[config.mk]
export PLATFORM = sky130hd
export DESIGN_NAME = doic_top
export DESIGN_NICKNAME = d
export VERILOG_FILES = /design/src/hdl/doic_pkg.sv /design/src/hdl/doic_ext_detect.sv /design/src/hdl/doic_top.sv
export SDC_FILE = /design/constraint.sdc
export NUM_CORES = 1
export LEC_CHECK = 0
export CAP_MARGIN = 10
export CORE_MARGIN = 2
export CORE_UTILIZATION = 40
export DETAILED_ROUTE_END_ITERATION = 10
export DONT_BUFFER_PORTS = 1
export PLACE_DENSITY = 0.56
export SLEW_MARGIN = 0
export SYNTH_ARGS = -nofsm -noshare
export SYNTH_HDL_FRONTEND = slang
export SYNTH_SLANG_ARGS = --single-unit
[constraint.sdc]
create_clock -name i_clock -period 6.25 [get_ports i_clock]
set_clock_uncertainty 0.2 [all_clocks]
set_input_delay 0.3125 -clock i_clock [delete_from_list [all_inputs] [get_ports i_clock]]
set_output_delay 0.3125 -clock i_clock [all_outputs]
set_load 0.1 [all_outputs]
[src/hdl/doic_pkg.sv]
// constants, field layouts and mode types for the dual output interrupt controller
// ----------------------------------------------------------------------------
// Summary of operation
// [RL1] two blocks, each with select and flag; polarity and clear registers shared
// [RL2] enabled source event sets the same bit in that block's flag register
// [RL3] block a output goes to pin 0, 3 or 6; block b to 4 or 7
// [RL4] host configures the output pin before enabling any interrupt source
// [RL5] polarity bit 0: 0 falling edge, 1 rising edge; bits 31:1 read zero
// [RL6] a triggered enabled interrupt toggles the selected output pin
// [RL7] writing one to a clear bit clears that flag; clear reads undefined
// [RL8] four custom sources at bits 12:9 raised via generated status register
// [RL9] generated status register writes only from sequencer; host port writes ignored
// [RL10] eight external detectors: rise, fall, either edge, high or low level
// [RL11] edge modes give one pulse per qualifying transition
// [RL12] level modes hold the line while the input stays at the level
// [RL13] a detected external event wakes the device from hibernate
// [RL14] flag bits 0 to 8: adc, dft, sinc2, temp, min, max, delta, mean, variance
// [RL15] flag bits 13, 15, 16, 17: boot done, end of sequence, timeout, timeout error
// [RL16] flag bits 23 to 27: fifo full, empty, threshold, overflow, underflow
// [RL17] bit 29 outlier; bit 31 ignored second sequence request
// [RL18] both select registers reset to 0x00002000
// [RL19] both flag registers read-only, reset to zero
// [RL20] select bit 13 resets to one; each select bit enables its source
// [RL21] block active when any enabled flag is set; pin edge follows polarity
// ----------------------------------------------------------------------------
package doic_pkg;
    // ------------------------------------------------------------------------
    // register offsets
    // ------------------------------------------------------------------------
    localparam logic [15:0] ADDR_GEN_STATUS  = 16'h209C;
    localparam logic [15:0] ADDR_POLARITY    = 16'h3000;
    localparam logic [15:0] ADDR_CLEAR       = 16'h3004;
    localparam logic [15:0] ADDR_SELECT_A    = 16'h3008;
    localparam logic [15:0] ADDR_SELECT_B    = 16'h300C;
    localparam logic [15:0] ADDR_FLAGS_A     = 16'h3010;
    localparam logic [15:0] ADDR_FLAGS_B     = 16'h3014;

    // ------------------------------------------------------------------------
    // reset values and field layouts
    // ------------------------------------------------------------------------
    localparam logic [31:0] SELECT_RESET     = 32'h0000_2000;
    localparam logic [31:0] FLAGS_RESET      = 32'h0000_0000;
    localparam logic        POLARITY_RESET   = 1'h0;
    localparam logic [4:0]  GEN_STATUS_RESET = 5'h10;
    localparam int          GEN_WIDTH        = 5;
    localparam int          CUSTOM_LSB       = 9;
    localparam int          CUSTOM_COUNT     = 4;
    localparam int          POLARITY_BIT     = 0;
    // implemented source bits: 0..8, 9..12 custom, 13, 15..17, 23..27, 29, 31
    localparam logic [31:0] SOURCE_MASK      = 32'hAF83_BFFF;

    // ------------------------------------------------------------------------
    // output routing codes
    // ------------------------------------------------------------------------
    localparam logic [1:0]  ROUTE_A_PIN0     = 2'h0;
    localparam logic [1:0]  ROUTE_A_PIN3     = 2'h1;
    localparam logic [1:0]  ROUTE_A_PIN6     = 2'h2;
    localparam logic [1:0]  ROUTE_B_PIN4     = 2'h0;
    localparam logic [1:0]  ROUTE_B_PIN7     = 2'h1;
    localparam int          EXT_COUNT        = 8;
    localparam int          MODE_WIDTH       = 3;

    // external detector modes, fixed encoding since they arrive on ports
    localparam logic [2:0]  EXT_OFF          = 3'h0;
    localparam logic [2:0]  EXT_RISE         = 3'h1;
    localparam logic [2:0]  EXT_FALL         = 3'h2;
    localparam logic [2:0]  EXT_EITHER       = 3'h3;
    localparam logic [2:0]  EXT_HIGH         = 3'h4;
    localparam logic [2:0]  EXT_LOW          = 3'h5;
endpackage : doic_pkg

[src/hdl/doic_ext_detect.sv]
// one external interrupt detector with edge and level modes
`timescale 1ns/1ns
module doic_ext_detect (
    input  wire logic       i_clock,
    input  wire logic       i_rst,
    input  wire logic       i_pin,
    input  wire logic [2:0] i_mode,
    output logic            o_irq
);
    logic sync1_reg;
    logic sync2_reg;
    logic last_reg;
    logic irq_next;

    // ------------------------------------------------------------------------
    // two stage synchroniser, pin is asynchronous
    // ------------------------------------------------------------------------
    always_ff @(posedge i_clock or posedge i_rst) begin
        if (i_rst) begin
            sync1_reg <= 1'h0;
            sync2_reg <= 1'h0;
            last_reg  <= 1'h0;
        end else begin
            sync1_reg <= i_pin;
            sync2_reg <= sync1_reg;
            last_reg  <= sync2_reg;
        end
    end

    // ------------------------------------------------------------------------
    // detection
    // ------------------------------------------------------------------------
    always_comb begin
        case (i_mode)
            doic_pkg::EXT_RISE:   irq_next = sync2_reg & ~last_reg;   // [RL11]
            doic_pkg::EXT_FALL:   irq_next = ~sync2_reg & last_reg;   // [RL11]
            doic_pkg::EXT_EITHER: irq_next = sync2_reg ^ last_reg;    // [RL11]
            doic_pkg::EXT_HIGH:   irq_next = sync2_reg;               // [RL12]
            doic_pkg::EXT_LOW:    irq_next = ~sync2_reg;              // [RL12]
            default:              irq_next = 1'h0;
        endcase
    end

    always_ff @(posedge i_clock or posedge i_rst) begin
        if (i_rst) begin
            o_irq <= 1'h0;
        end else begin
            o_irq <= irq_next;                                        // [RL10]
        end
    end
endmodule : doic_ext_detect

[src/hdl/doic_top.sv]
// dual output interrupt controller: registers, flags, pin routing, external detectors
`timescale 1ns/1ns
module doic_top (
    input  wire logic        i_clock,
    input  wire logic        i_rst,
    // register access port shared by host serial port and sequencer
    input  wire logic        i_reg_wr,
    input  wire logic        i_reg_rd,
    input  wire logic        i_reg_from_seq,
    input  wire logic [15:0] i_reg_addr,
    input  wire logic [31:0] i_reg_wdata,
    output logic      [31:0] o_reg_rdata,
    output logic             o_reg_rvalid,
    // internal source event pulses, bit n feeds flag n
    input  wire logic [31:0] i_src_event,
    // output routing
    input  wire logic [1:0]  i_route_a,
    input  wire logic [1:0]  i_route_b,
    output logic      [7:0]  o_gpio_out,
    output logic      [7:0]  o_gpio_oe,
    output logic             o_irq_out_a,
    output logic             o_irq_out_b,
    // external detectors
    input  wire logic [7:0]  i_ext_pin,
    input  wire logic [23:0] i_ext_mode,
    input  wire logic        i_hibernate,
    output logic      [7:0]  o_ext_irq,
    output logic             o_wake
);
    logic [31:0]                   select_a_reg;
    logic [31:0]                   select_b_reg;
    logic [31:0]                   flags_a_reg;
    logic [31:0]                   flags_b_reg;
    logic                          polarity_reg;
    logic [doic_pkg::GEN_WIDTH-1:0] gen_status_reg;
    logic [31:0]                   flags_a_next;
    logic [31:0]                   flags_b_next;
    logic [31:0]                   clear_bits;
    logic [31:0]                   raise_bits;
    logic [31:0]                   custom_bits;
    logic                          active_a;
    logic                          active_b;
    logic                          level_a;
    logic                          level_b;
    logic [7:0]                    gpio_out_next;
    logic [7:0]                    gpio_oe_next;
    logic [7:0]                    ext_hit;
    logic                          wr_seq_gen;
    logic [31:0]                   rdata_next;

    // ------------------------------------------------------------------------
    // write decode
    // ------------------------------------------------------------------------
    // sequencer only: the host serial port cannot raise custom sources
    assign wr_seq_gen = i_reg_wr & i_reg_from_seq
                        & (i_reg_addr == doic_pkg::ADDR_GEN_STATUS);       // [RL9]

    always_comb begin
        clear_bits = '0;
        if (i_reg_wr && i_reg_addr == doic_pkg::ADDR_CLEAR) begin
            clear_bits = i_reg_wdata;                                       // [RL7]
        end
    end

    always_comb begin
        custom_bits = '0;
        if (wr_seq_gen) begin
            custom_bits[doic_pkg::CUSTOM_LSB +: doic_pkg::CUSTOM_COUNT] =
                i_reg_wdata[doic_pkg::CUSTOM_COUNT-1:0];                    // [RL8]
        end
    end

    // raw events laid out by bit position, reserved positions dropped
    assign raise_bits = (i_src_event | custom_bits) & doic_pkg::SOURCE_MASK; // [RL14] [RL15] [RL16] [RL17]

    // ------------------------------------------------------------------------
    // shared and per block configuration registers
    // ------------------------------------------------------------------------
    always_ff @(posedge i_clock or posedge i_rst) begin
        if (i_rst) begin
            polarity_reg <= doic_pkg::POLARITY_RESET;
        end else if (i_reg_wr && i_reg_addr == doic_pkg::ADDR_POLARITY) begin
            polarity_reg <= i_reg_wdata[doic_pkg::POLARITY_BIT];            // [RL5]
        end
    end

    always_ff @(posedge i_clock or posedge i_rst) begin
        if (i_rst) begin
            select_a_reg <= doic_pkg::SELECT_RESET;                         // [RL18] [RL20]
            select_b_reg <= doic_pkg::SELECT_RESET;                         // [RL18] [RL20]
        end else if (i_reg_wr) begin
            if (i_reg_addr == doic_pkg::ADDR_SELECT_A) begin
                select_a_reg <= i_reg_wdata;                                // [RL1]
            end
            if (i_reg_addr == doic_pkg::ADDR_SELECT_B) begin
                select_b_reg <= i_reg_wdata;                                // [RL1]
            end
        end
    end

    // generated status: custom bits act as strobes, upper bit is write one to clear
    always_ff @(posedge i_clock or posedge i_rst) begin
        if (i_rst) begin
            gen_status_reg <= doic_pkg::GEN_STATUS_RESET;
        end else if (wr_seq_gen) begin
            gen_status_reg <= gen_status_reg & ~i_reg_wdata[doic_pkg::GEN_WIDTH-1:0]; // [RL9]
        end
    end

    // ------------------------------------------------------------------------
    // flags: software cannot write them; set wins over a same cycle clear
    // ------------------------------------------------------------------------
    assign flags_a_next = (flags_a_reg & ~clear_bits) | (raise_bits & select_a_reg); // [RL2] [RL7]
    assign flags_b_next = (flags_b_reg & ~clear_bits) | (raise_bits & select_b_reg); // [RL2] [RL7]

    always_ff @(posedge i_clock or posedge i_rst) begin
        if (i_rst) begin
            flags_a_reg <= doic_pkg::FLAGS_RESET;                           // [RL19]
            flags_b_reg <= doic_pkg::FLAGS_RESET;                           // [RL19]
        end else begin
            flags_a_reg <= flags_a_next;                                    // [RL1]
            flags_b_reg <= flags_b_next;                                    // [RL1]
        end
    end

    // ------------------------------------------------------------------------
    // block outputs and pin routing
    // ------------------------------------------------------------------------
    // disabling a select bit also masks a flag that is already pending
    assign active_a = |(flags_a_reg & select_a_reg);                        // [RL21] [RL20]
    assign active_b = |(flags_b_reg & select_b_reg);                        // [RL21] [RL20]
    // idle level is the opposite of the asserting edge
    assign level_a  = polarity_reg ? active_a : ~active_a;                  // [RL5] [RL6]
    assign level_b  = polarity_reg ? active_b : ~active_b;                  // [RL5] [RL6]

    // host must pick the route before enabling sources, else a stray edge
    always_comb begin
        gpio_out_next = '0;
        gpio_oe_next  = '0;
        case (i_route_a)
            doic_pkg::ROUTE_A_PIN0: begin
                gpio_out_next[0] = level_a;                                 // [RL3]
                gpio_oe_next[0]  = 1'h1;
            end
            doic_pkg::ROUTE_A_PIN3: begin
                gpio_out_next[3] = level_a;                                 // [RL3]
                gpio_oe_next[3]  = 1'h1;
            end
            doic_pkg::ROUTE_A_PIN6: begin
                gpio_out_next[6] = level_a;                                 // [RL3]
                gpio_oe_next[6]  = 1'h1;
            end
            default: begin
            end
        endcase
        case (i_route_b)
            doic_pkg::ROUTE_B_PIN4: begin
                gpio_out_next[4] = level_b;                                 // [RL3]
                gpio_oe_next[4]  = 1'h1;
            end
            doic_pkg::ROUTE_B_PIN7: begin
                gpio_out_next[7] = level_b;                                 // [RL3]
                gpio_oe_next[7]  = 1'h1;
            end
            default: begin
            end
        endcase
    end

    always_ff @(posedge i_clock or posedge i_rst) begin
        if (i_rst) begin
            o_gpio_out  <= '0;
            o_gpio_oe   <= '0;
            o_irq_out_a <= 1'h0;
            o_irq_out_b <= 1'h0;
        end else begin
            o_gpio_out  <= gpio_out_next;                                   // [RL6]
            o_gpio_oe   <= gpio_oe_next;
            o_irq_out_a <= level_a;
            o_irq_out_b <= level_b;
        end
    end

    // ------------------------------------------------------------------------
    // external detectors and wake
    // ------------------------------------------------------------------------
    genvar g;
    generate
        for (g = 0; g < doic_pkg::EXT_COUNT; g++) begin : g_ext
            doic_ext_detect u_det (
                .i_clock (i_clock),
                .i_rst   (i_rst),
                .i_pin   (i_ext_pin[g]),
                .i_mode  (i_ext_mode[g*doic_pkg::MODE_WIDTH +: doic_pkg::MODE_WIDTH]),
                .o_irq   (ext_hit[g])
            );                                                              // [RL10]
        end
    endgenerate

    always_ff @(posedge i_clock or posedge i_rst) begin
        if (i_rst) begin
            o_ext_irq <= '0;
            o_wake    <= 1'h0;
        end else begin
            o_ext_irq <= ext_hit;
            o_wake    <= i_hibernate & (|ext_hit);                          // [RL13]
        end
    end

    // ------------------------------------------------------------------------
    // read path, one cycle latency
    // ------------------------------------------------------------------------
    always_comb begin
        case (i_reg_addr)
            doic_pkg::ADDR_POLARITY:   rdata_next = {31'h0, polarity_reg};  // [RL5]
            doic_pkg::ADDR_SELECT_A:   rdata_next = select_a_reg;
            doic_pkg::ADDR_SELECT_B:   rdata_next = select_b_reg;
            doic_pkg::ADDR_FLAGS_A:    rdata_next = flags_a_reg;
            doic_pkg::ADDR_FLAGS_B:    rdata_next = flags_b_reg;
            doic_pkg::ADDR_GEN_STATUS: rdata_next = {27'h0, gen_status_reg};
            // clear register has no readable content, zero chosen
            default:                   rdata_next = 32'h0000_0000;          // [RL7]
        endcase
    end

    always_ff @(posedge i_clock or posedge i_rst) begin
        if (i_rst) begin
            o_reg_rdata  <= '0;
            o_reg_rvalid <= 1'h0;
        end else begin
            o_reg_rvalid <= i_reg_rd;
            if (i_reg_rd) begin
                o_reg_rdata <= rdata_next;
            end
        end
    end
endmodule : doic_top

-- Yosys cells after proc, flatten, opt, wreduce, memory -nomap -nowiden
Cells that the tools add are included.
- bitwise gates (word level): 57
- multiply operators: 0
- div/mod/pow operators: 0
- equal/unequal tests: 50
- reductions and logical operators: 9
- mux-type cells: 23
- $lt $le $gt $ge: 0
- add/subtract/negate cells: 0
- shifts and indexed selects: 0
- operator list (kind ; count):
    $and 32x32->32 ; 6
    $pmux 32 s6 ; 1
    $eq 16x14->1 const B ; 7
    $or 32x32->32 ; 2
    $reduce_or 32->1 ; 2
    $eq 3x2->1 const B ; 16
    $eq 3x3->1 const B ; 16
    $pmux 1 s5 ; 8
    $mux 32 ; 1
    $not 32->32 ; 1
    $or 32x13->32 ; 1
    $eq 3x1->1 const B ; 8
    $and 1x1->1 ; 19
    $not 1->1 ; 18
    $mux 1 ; 12
    $reduce_or 8->1 ; 1
    $xor 1x1->1 ; 8
    $and 5x5->5 ; 1
    $not 5->5 ; 1
    $eq 2x1->1 const B ; 2
    $logic_not 2->1 ; 2
    $mux 4 ; 1
    $reduce_and 2->1 ; 2
    $eq 2x2->1 const B ; 1
    $logic_and 1x1->1 ; 2
- memory bits (writable): 0
- latch bits: 0
- memory bits (read-only): 0
- memories kept: 0
- register bits after elaboration: 220

-- Logic depth before layout (Yosys ltp)
- depth in word-level cells: 6
- mapped depth: 8

-- Hierarchy
A second synthesis with hierarchy kept.
- cell total of the unflattened synthesis: 803
- area, all modules: 10085.9 µm²
- by module, submodules not included (module ; area an instance (µm²) ; sequential area each (µm²) ; cells an instance ; instances):
    doic_top ; 8494.4 ; 4708.3 ; 659 ; 1
    doic_ext_detect ; 198.9 ; 100.1 ; 18 ; 8

-- Worst setup path after synthesis
OpenSTA, ideal clock, no wires.
- path kind: input to register
- start point: in i_reg_addr[9]
- end point: reg select_a_reg[0]
- arrival time: 2.076 ns
- buffers on the path: 3
- data required time: 5.922 ns
- path slack: 3.846 ns
- stages: 7
- path through: or4_4 -> buf_6 -> nor4_2 -> nor2b_1 -> buf_2 -> buf_2 -> mux2_1
- longest elaborated chain between the ends: 2
- ends and longest elaborated chain (what ; line ; RTL):
    start, declared ; doic_top.sv:10 ; input wire logic [15:0] i_reg_addr,
    $eq 16x14->1 ; doic_top.sv:92 ; if (i_reg_addr == doic_pkg::ADDR_SELECT_A) begin
    $reduce_and 2->1 (no line) ; - ;
    end signal, assigned ; doic_top.sv:89 ; select_a_reg <= doic_pkg::SELECT_RESET;
    end signal, assigned ; doic_top.sv:93 ; select_a_reg <= i_reg_wdata;
    end, declared ; doic_top.sv:30 ; logic [31:0] select_a_reg;
No other way between the ends.
A chain may end at the register's enable or synchronous reset.

-- Worst setup path after layout
- start point: in i_reg_addr[0]
- end point: reg polarity_reg
- longest elaborated chain between the ends: 2
- ends and longest elaborated chain (what ; line ; RTL):
    $eq 16x14->1 ; doic_top.sv:82 ; end else if (i_reg_wr && i_reg_addr == doic_pkg::ADDR_POLARITY) begin
    $logic_and 1x1->1 ; doic_top.sv:82 ;
    end signal, assigned ; doic_top.sv:81 ; polarity_reg <= doic_pkg::POLARITY_RESET;
    end signal, assigned ; doic_top.sv:83 ; polarity_reg <= i_reg_wdata[doic_pkg::POLARITY_BIT];
    end, declared ; doic_top.sv:34 ; logic polarity_reg;
No other way between the ends.

==> impl_metrics.csv <==
group,metric,value,unit
run_status,status,"complete, no violations",
route,drt-initial-drc-count,575,
die,io_pins,182,
run,max-cap-violations,0,
sta,setup_viol,0,
worst_setup_path,crit_path_frequent_cell,"dlygate4sd3_1",
power,vdd_drop_max,0.202,mV
route,drtPass1Iterations,5,
sta,rsz0062_at_grt,"false",
placed_design,port_buffers,0,
sta,period_share,41.0,%
worst_setup_path,crit_buf_inv,3,
clock_tree,clock_latency,510,ps
worst_setup_path,start_kind,"primary input",
global_routing,grtUsageMet1,26.4,%
sta,maxSlewHeadroom,31.7,%
route,routedWlPerCell,21.9,µm
cells_and_area,postLayoutCoreUtil,50.0,%
global_routing,grt_first_pass_wirelength,41100,µm
worst_setup_path,crit_required,6440,ps
global_routing,grt.busiest_layer,"met2",
placed_design,post-place-cells,1059,
route,ant_nets,0,
global_routing,grt_pass1_vias,7226,
cells_and_area,fin_area,0.0118,mm²
clock_tree,cts_tree,"yes",
worst_setup_path,ff2ff_path_depth,5,
clock_tree,path_clk_slew,60,ps
worst_hold_path,hp-class,"primary input to flip-flop",
worst_setup_path,critPathArrivalTime,2750,ps
die,core_area,0.0235,mm²
worst_setup_path,r2r_start,"flags_a_reg[9]",
synth,ys_ff_latch,220,
global_routing,use_met3,4.58,%
placed_design,place_congestion,0.793,
synth,synth_cells,761,
worst_setup_path,critPathMaxFanout,6,
die,die_y,159,µm
clock_tree,ctsResizeCount,0,
synth,ys_warn_count,0,
clock_tree,clkSinkCount,220,
global_routing,antenna_found_initial,0,
route,post-route-drc-count,0,
synth,avgSynthCellArea,12.7,µm²
clock_tree,cts_root_buffer,"clkbuf_16",
synth,synthArstFlopShare,100,%
synth,yosys.cell_types.count,51,
cells_and_area,drive_above_1_share,10.0,%
synth,synth_ff_type,"dfrtp_1",
worst_setup_path,r2r_end,"o_gpio_out[0]",
route,routed_wl,26200,µm
global_routing,grt_use_total,20.5,%
synth,synth_edf_count,0,
cells_and_area,fillCellCount,2090,
synth,ys_seq_area_share,57.2,%
worst_setup_path,cp.depth,6,
sta,fmax,390,MHz
sta,slew_viol_final,0,
worst_setup_path,cp-end-kind,"flip-flop",
die,dieArea,0.0254,mm²
die,fp-row-count,56,
power,p_leak,5.37,nW
placed_design,dp.final_hpwl,17100,µm
power,powerDensity,271,mW/mm²
cells_and_area,fin_cells,1197,
worst_setup_path,critPathKind,"primary input to flip-flop",
route,routed_via_density,5.70,
sta,fin_tns_setup,0,ps
worst_setup_path,crit_end,"polarity_reg",
die,die_w,159,µm
cells_and_area,area_growth,22.2,%
sta,hold_violations,0,
sta,min_period,2560,ps
synth,syn_area,0.00964,mm²
clock_tree,cts_made_buffers,24,
global_routing,overflow,0,
worst_setup_path,max_stage_delay,620,ps
sta,worst_pin_slew,1020,ps
worst_setup_path,crit_family,"buffers and inverters",
worst_setup_path,path_cells,"dlygate4sd3_1 > nor2_1 > dlygate4sd3_1 > nand3_1 > dlygate4sd3_1 > mux2_1",
worst_setup_path,ff2ff_setup_slack,4130,ps
die,initial_core_util,40.9,%
cells_and_area,final_nets,999,
global_routing,grt_max_degree,73,
worst_setup_path,startpoint,"i_reg_addr[0]",
clock_tree,clock_path_buffers,3,
clock_tree,htree_num_levels,1,
worst_setup_path,slowest_stage,"dlygate4sd3_1",
placed_design,placed_area,0.00996,mm²
cells_and_area,seq_area,0.00551,mm²
global_routing,use_met2,34.1,%
route,vias,6823,
power,power,3.19,mW
cells_and_area,multi_input_area,0.00372,mm²
==> cell families after synthesis <==
group | Yosys count | share of synthesized area [%]
XOR/XNOR | 3 | 0.273
adder cells (fa/ha/maj) | 16 | 2.08
flip-flops | 220 | 57.2
buffers and inverters | 103 | 4.74
other | 1 | 0.0389
AND/OR/NAND/NOR | 112 | 7.27
multiplexers | 76 | 8.68
AO/OA/AOI/OAI | 230 | 19.8
==> power by group <==
group	leakage [nW]	switching, mW	total [mW]	internal [mW]
Combinational	2.03	0.0937	0.163	0.0696
Sequential	2.92	0.0742	1.52	1.45
Clock	0.421	0.557	1.51	0.950
==> Yosys cell counts, types with 9 or more instances <==
| library cell | count | share of area [%] |
|---|---|---|
| nand2_1 | 33 | 1.3 |
| a22o_1 | 69 | 6.3 |
| a22oi_1 | 32 | 2.5 |
| o22ai_1 | 11 | 0.71 |
| a21boi_1 | 21 | 1.6 |
| nand4_1 | 9 | 0.58 |
| inv_1 | 66 | 2.6 |
| mux2_1 | 61 | 7.1 |
| ha_1 | 16 | 2.1 |
| dfrtp_1 | 217 | 56 |
| clkbuf_1 | 12 | 0.47 |
| buf_2 | 14 | 0.73 |
| o22ai_2 | 20 | 2.6 |
| a21oi_1 | 14 | 0.73 |
| nor2_1 | 15 | 0.58 |
| mux2i_1 | 15 | 1.6 |
| a221oi_1 | 27 | 2.5 |
==> what timing repair did <==
item | in CTS | in global routing
hold buffers | 95 | 0
hold endpoints to repair | 227 | 0
setup buffers | 0 | 0
==> worst min path at each step <==
stage,from,to,slack [ps],depth (start not counted)
after CTS,i_reg_addr[4],o_reg_rdata[0],20,3
final,i_reg_addr[4],o_reg_rdata[0],10,3
after detailed placement,g_ext[6].u_det.sync1_reg,g_ext[6].u_det.sync2_reg,130,0
after global placement,g_ext[5].u_det.sync1_reg,g_ext[5].u_det.sync2_reg,130,0
after global routing,i_reg_addr[4],o_reg_rdata[0],60,3
after floorplan,g_ext[0].u_det.sync1_reg,g_ext[0].u_det.sync2_reg,130,0
==> layout make-up <==
cell class                 instances  share of cell area, %
sequential                       220                   46.8
multi-input combinational        443                   31.5
timing repair buffer             106                   8.92
clock buffer                      34                   6.02
tap                              319                   3.39
inverter                          66                   2.14
clock inverter                     8                   1.19
antenna                            1                 0.0212
==> per-layer routing <==
layer / share of wire [%] / wire, µm
met2: 48 / 12600
met3: 6.6 / 1720
met1: 42 / 11100
met5: 0 / 0
met4: 3.3 / 852
==> layout by cell type (no fill, tap or decap), types with 15 or more instances in the layout <==
master         Yosys  routed
dlygate4sd3_1      0      94
nor2_1            15      15
a22o_1            69      69
mux2_1            61      61
o22ai_2           20      20
inv_1             66      65
dfrtp_1          217     217
clkbuf_16          0      25
a221oi_1          27      27
a22oi_1           32      32
a21boi_1          21      21
nand2_1           33      33
ha_1              16      16
mux2i_1           15      15
==> worst min-delay path, stage by stage <==
cell      delay (ps)
nor4bb_1          30
o31ai_1          260
o21ai_1           70
==> through the flow <==
stage | hold slack [ps] | setup slack (ps)
final | 10.8 | 3690
after global routing | 61.6 | 3640
after CTS | 18.6 | 3760
after detailed placement | 135 | 3350
after global placement | 133 | 3370
after floorplan | 131 | 2870
No activity file was read; power rests on OpenSTA's default activity.
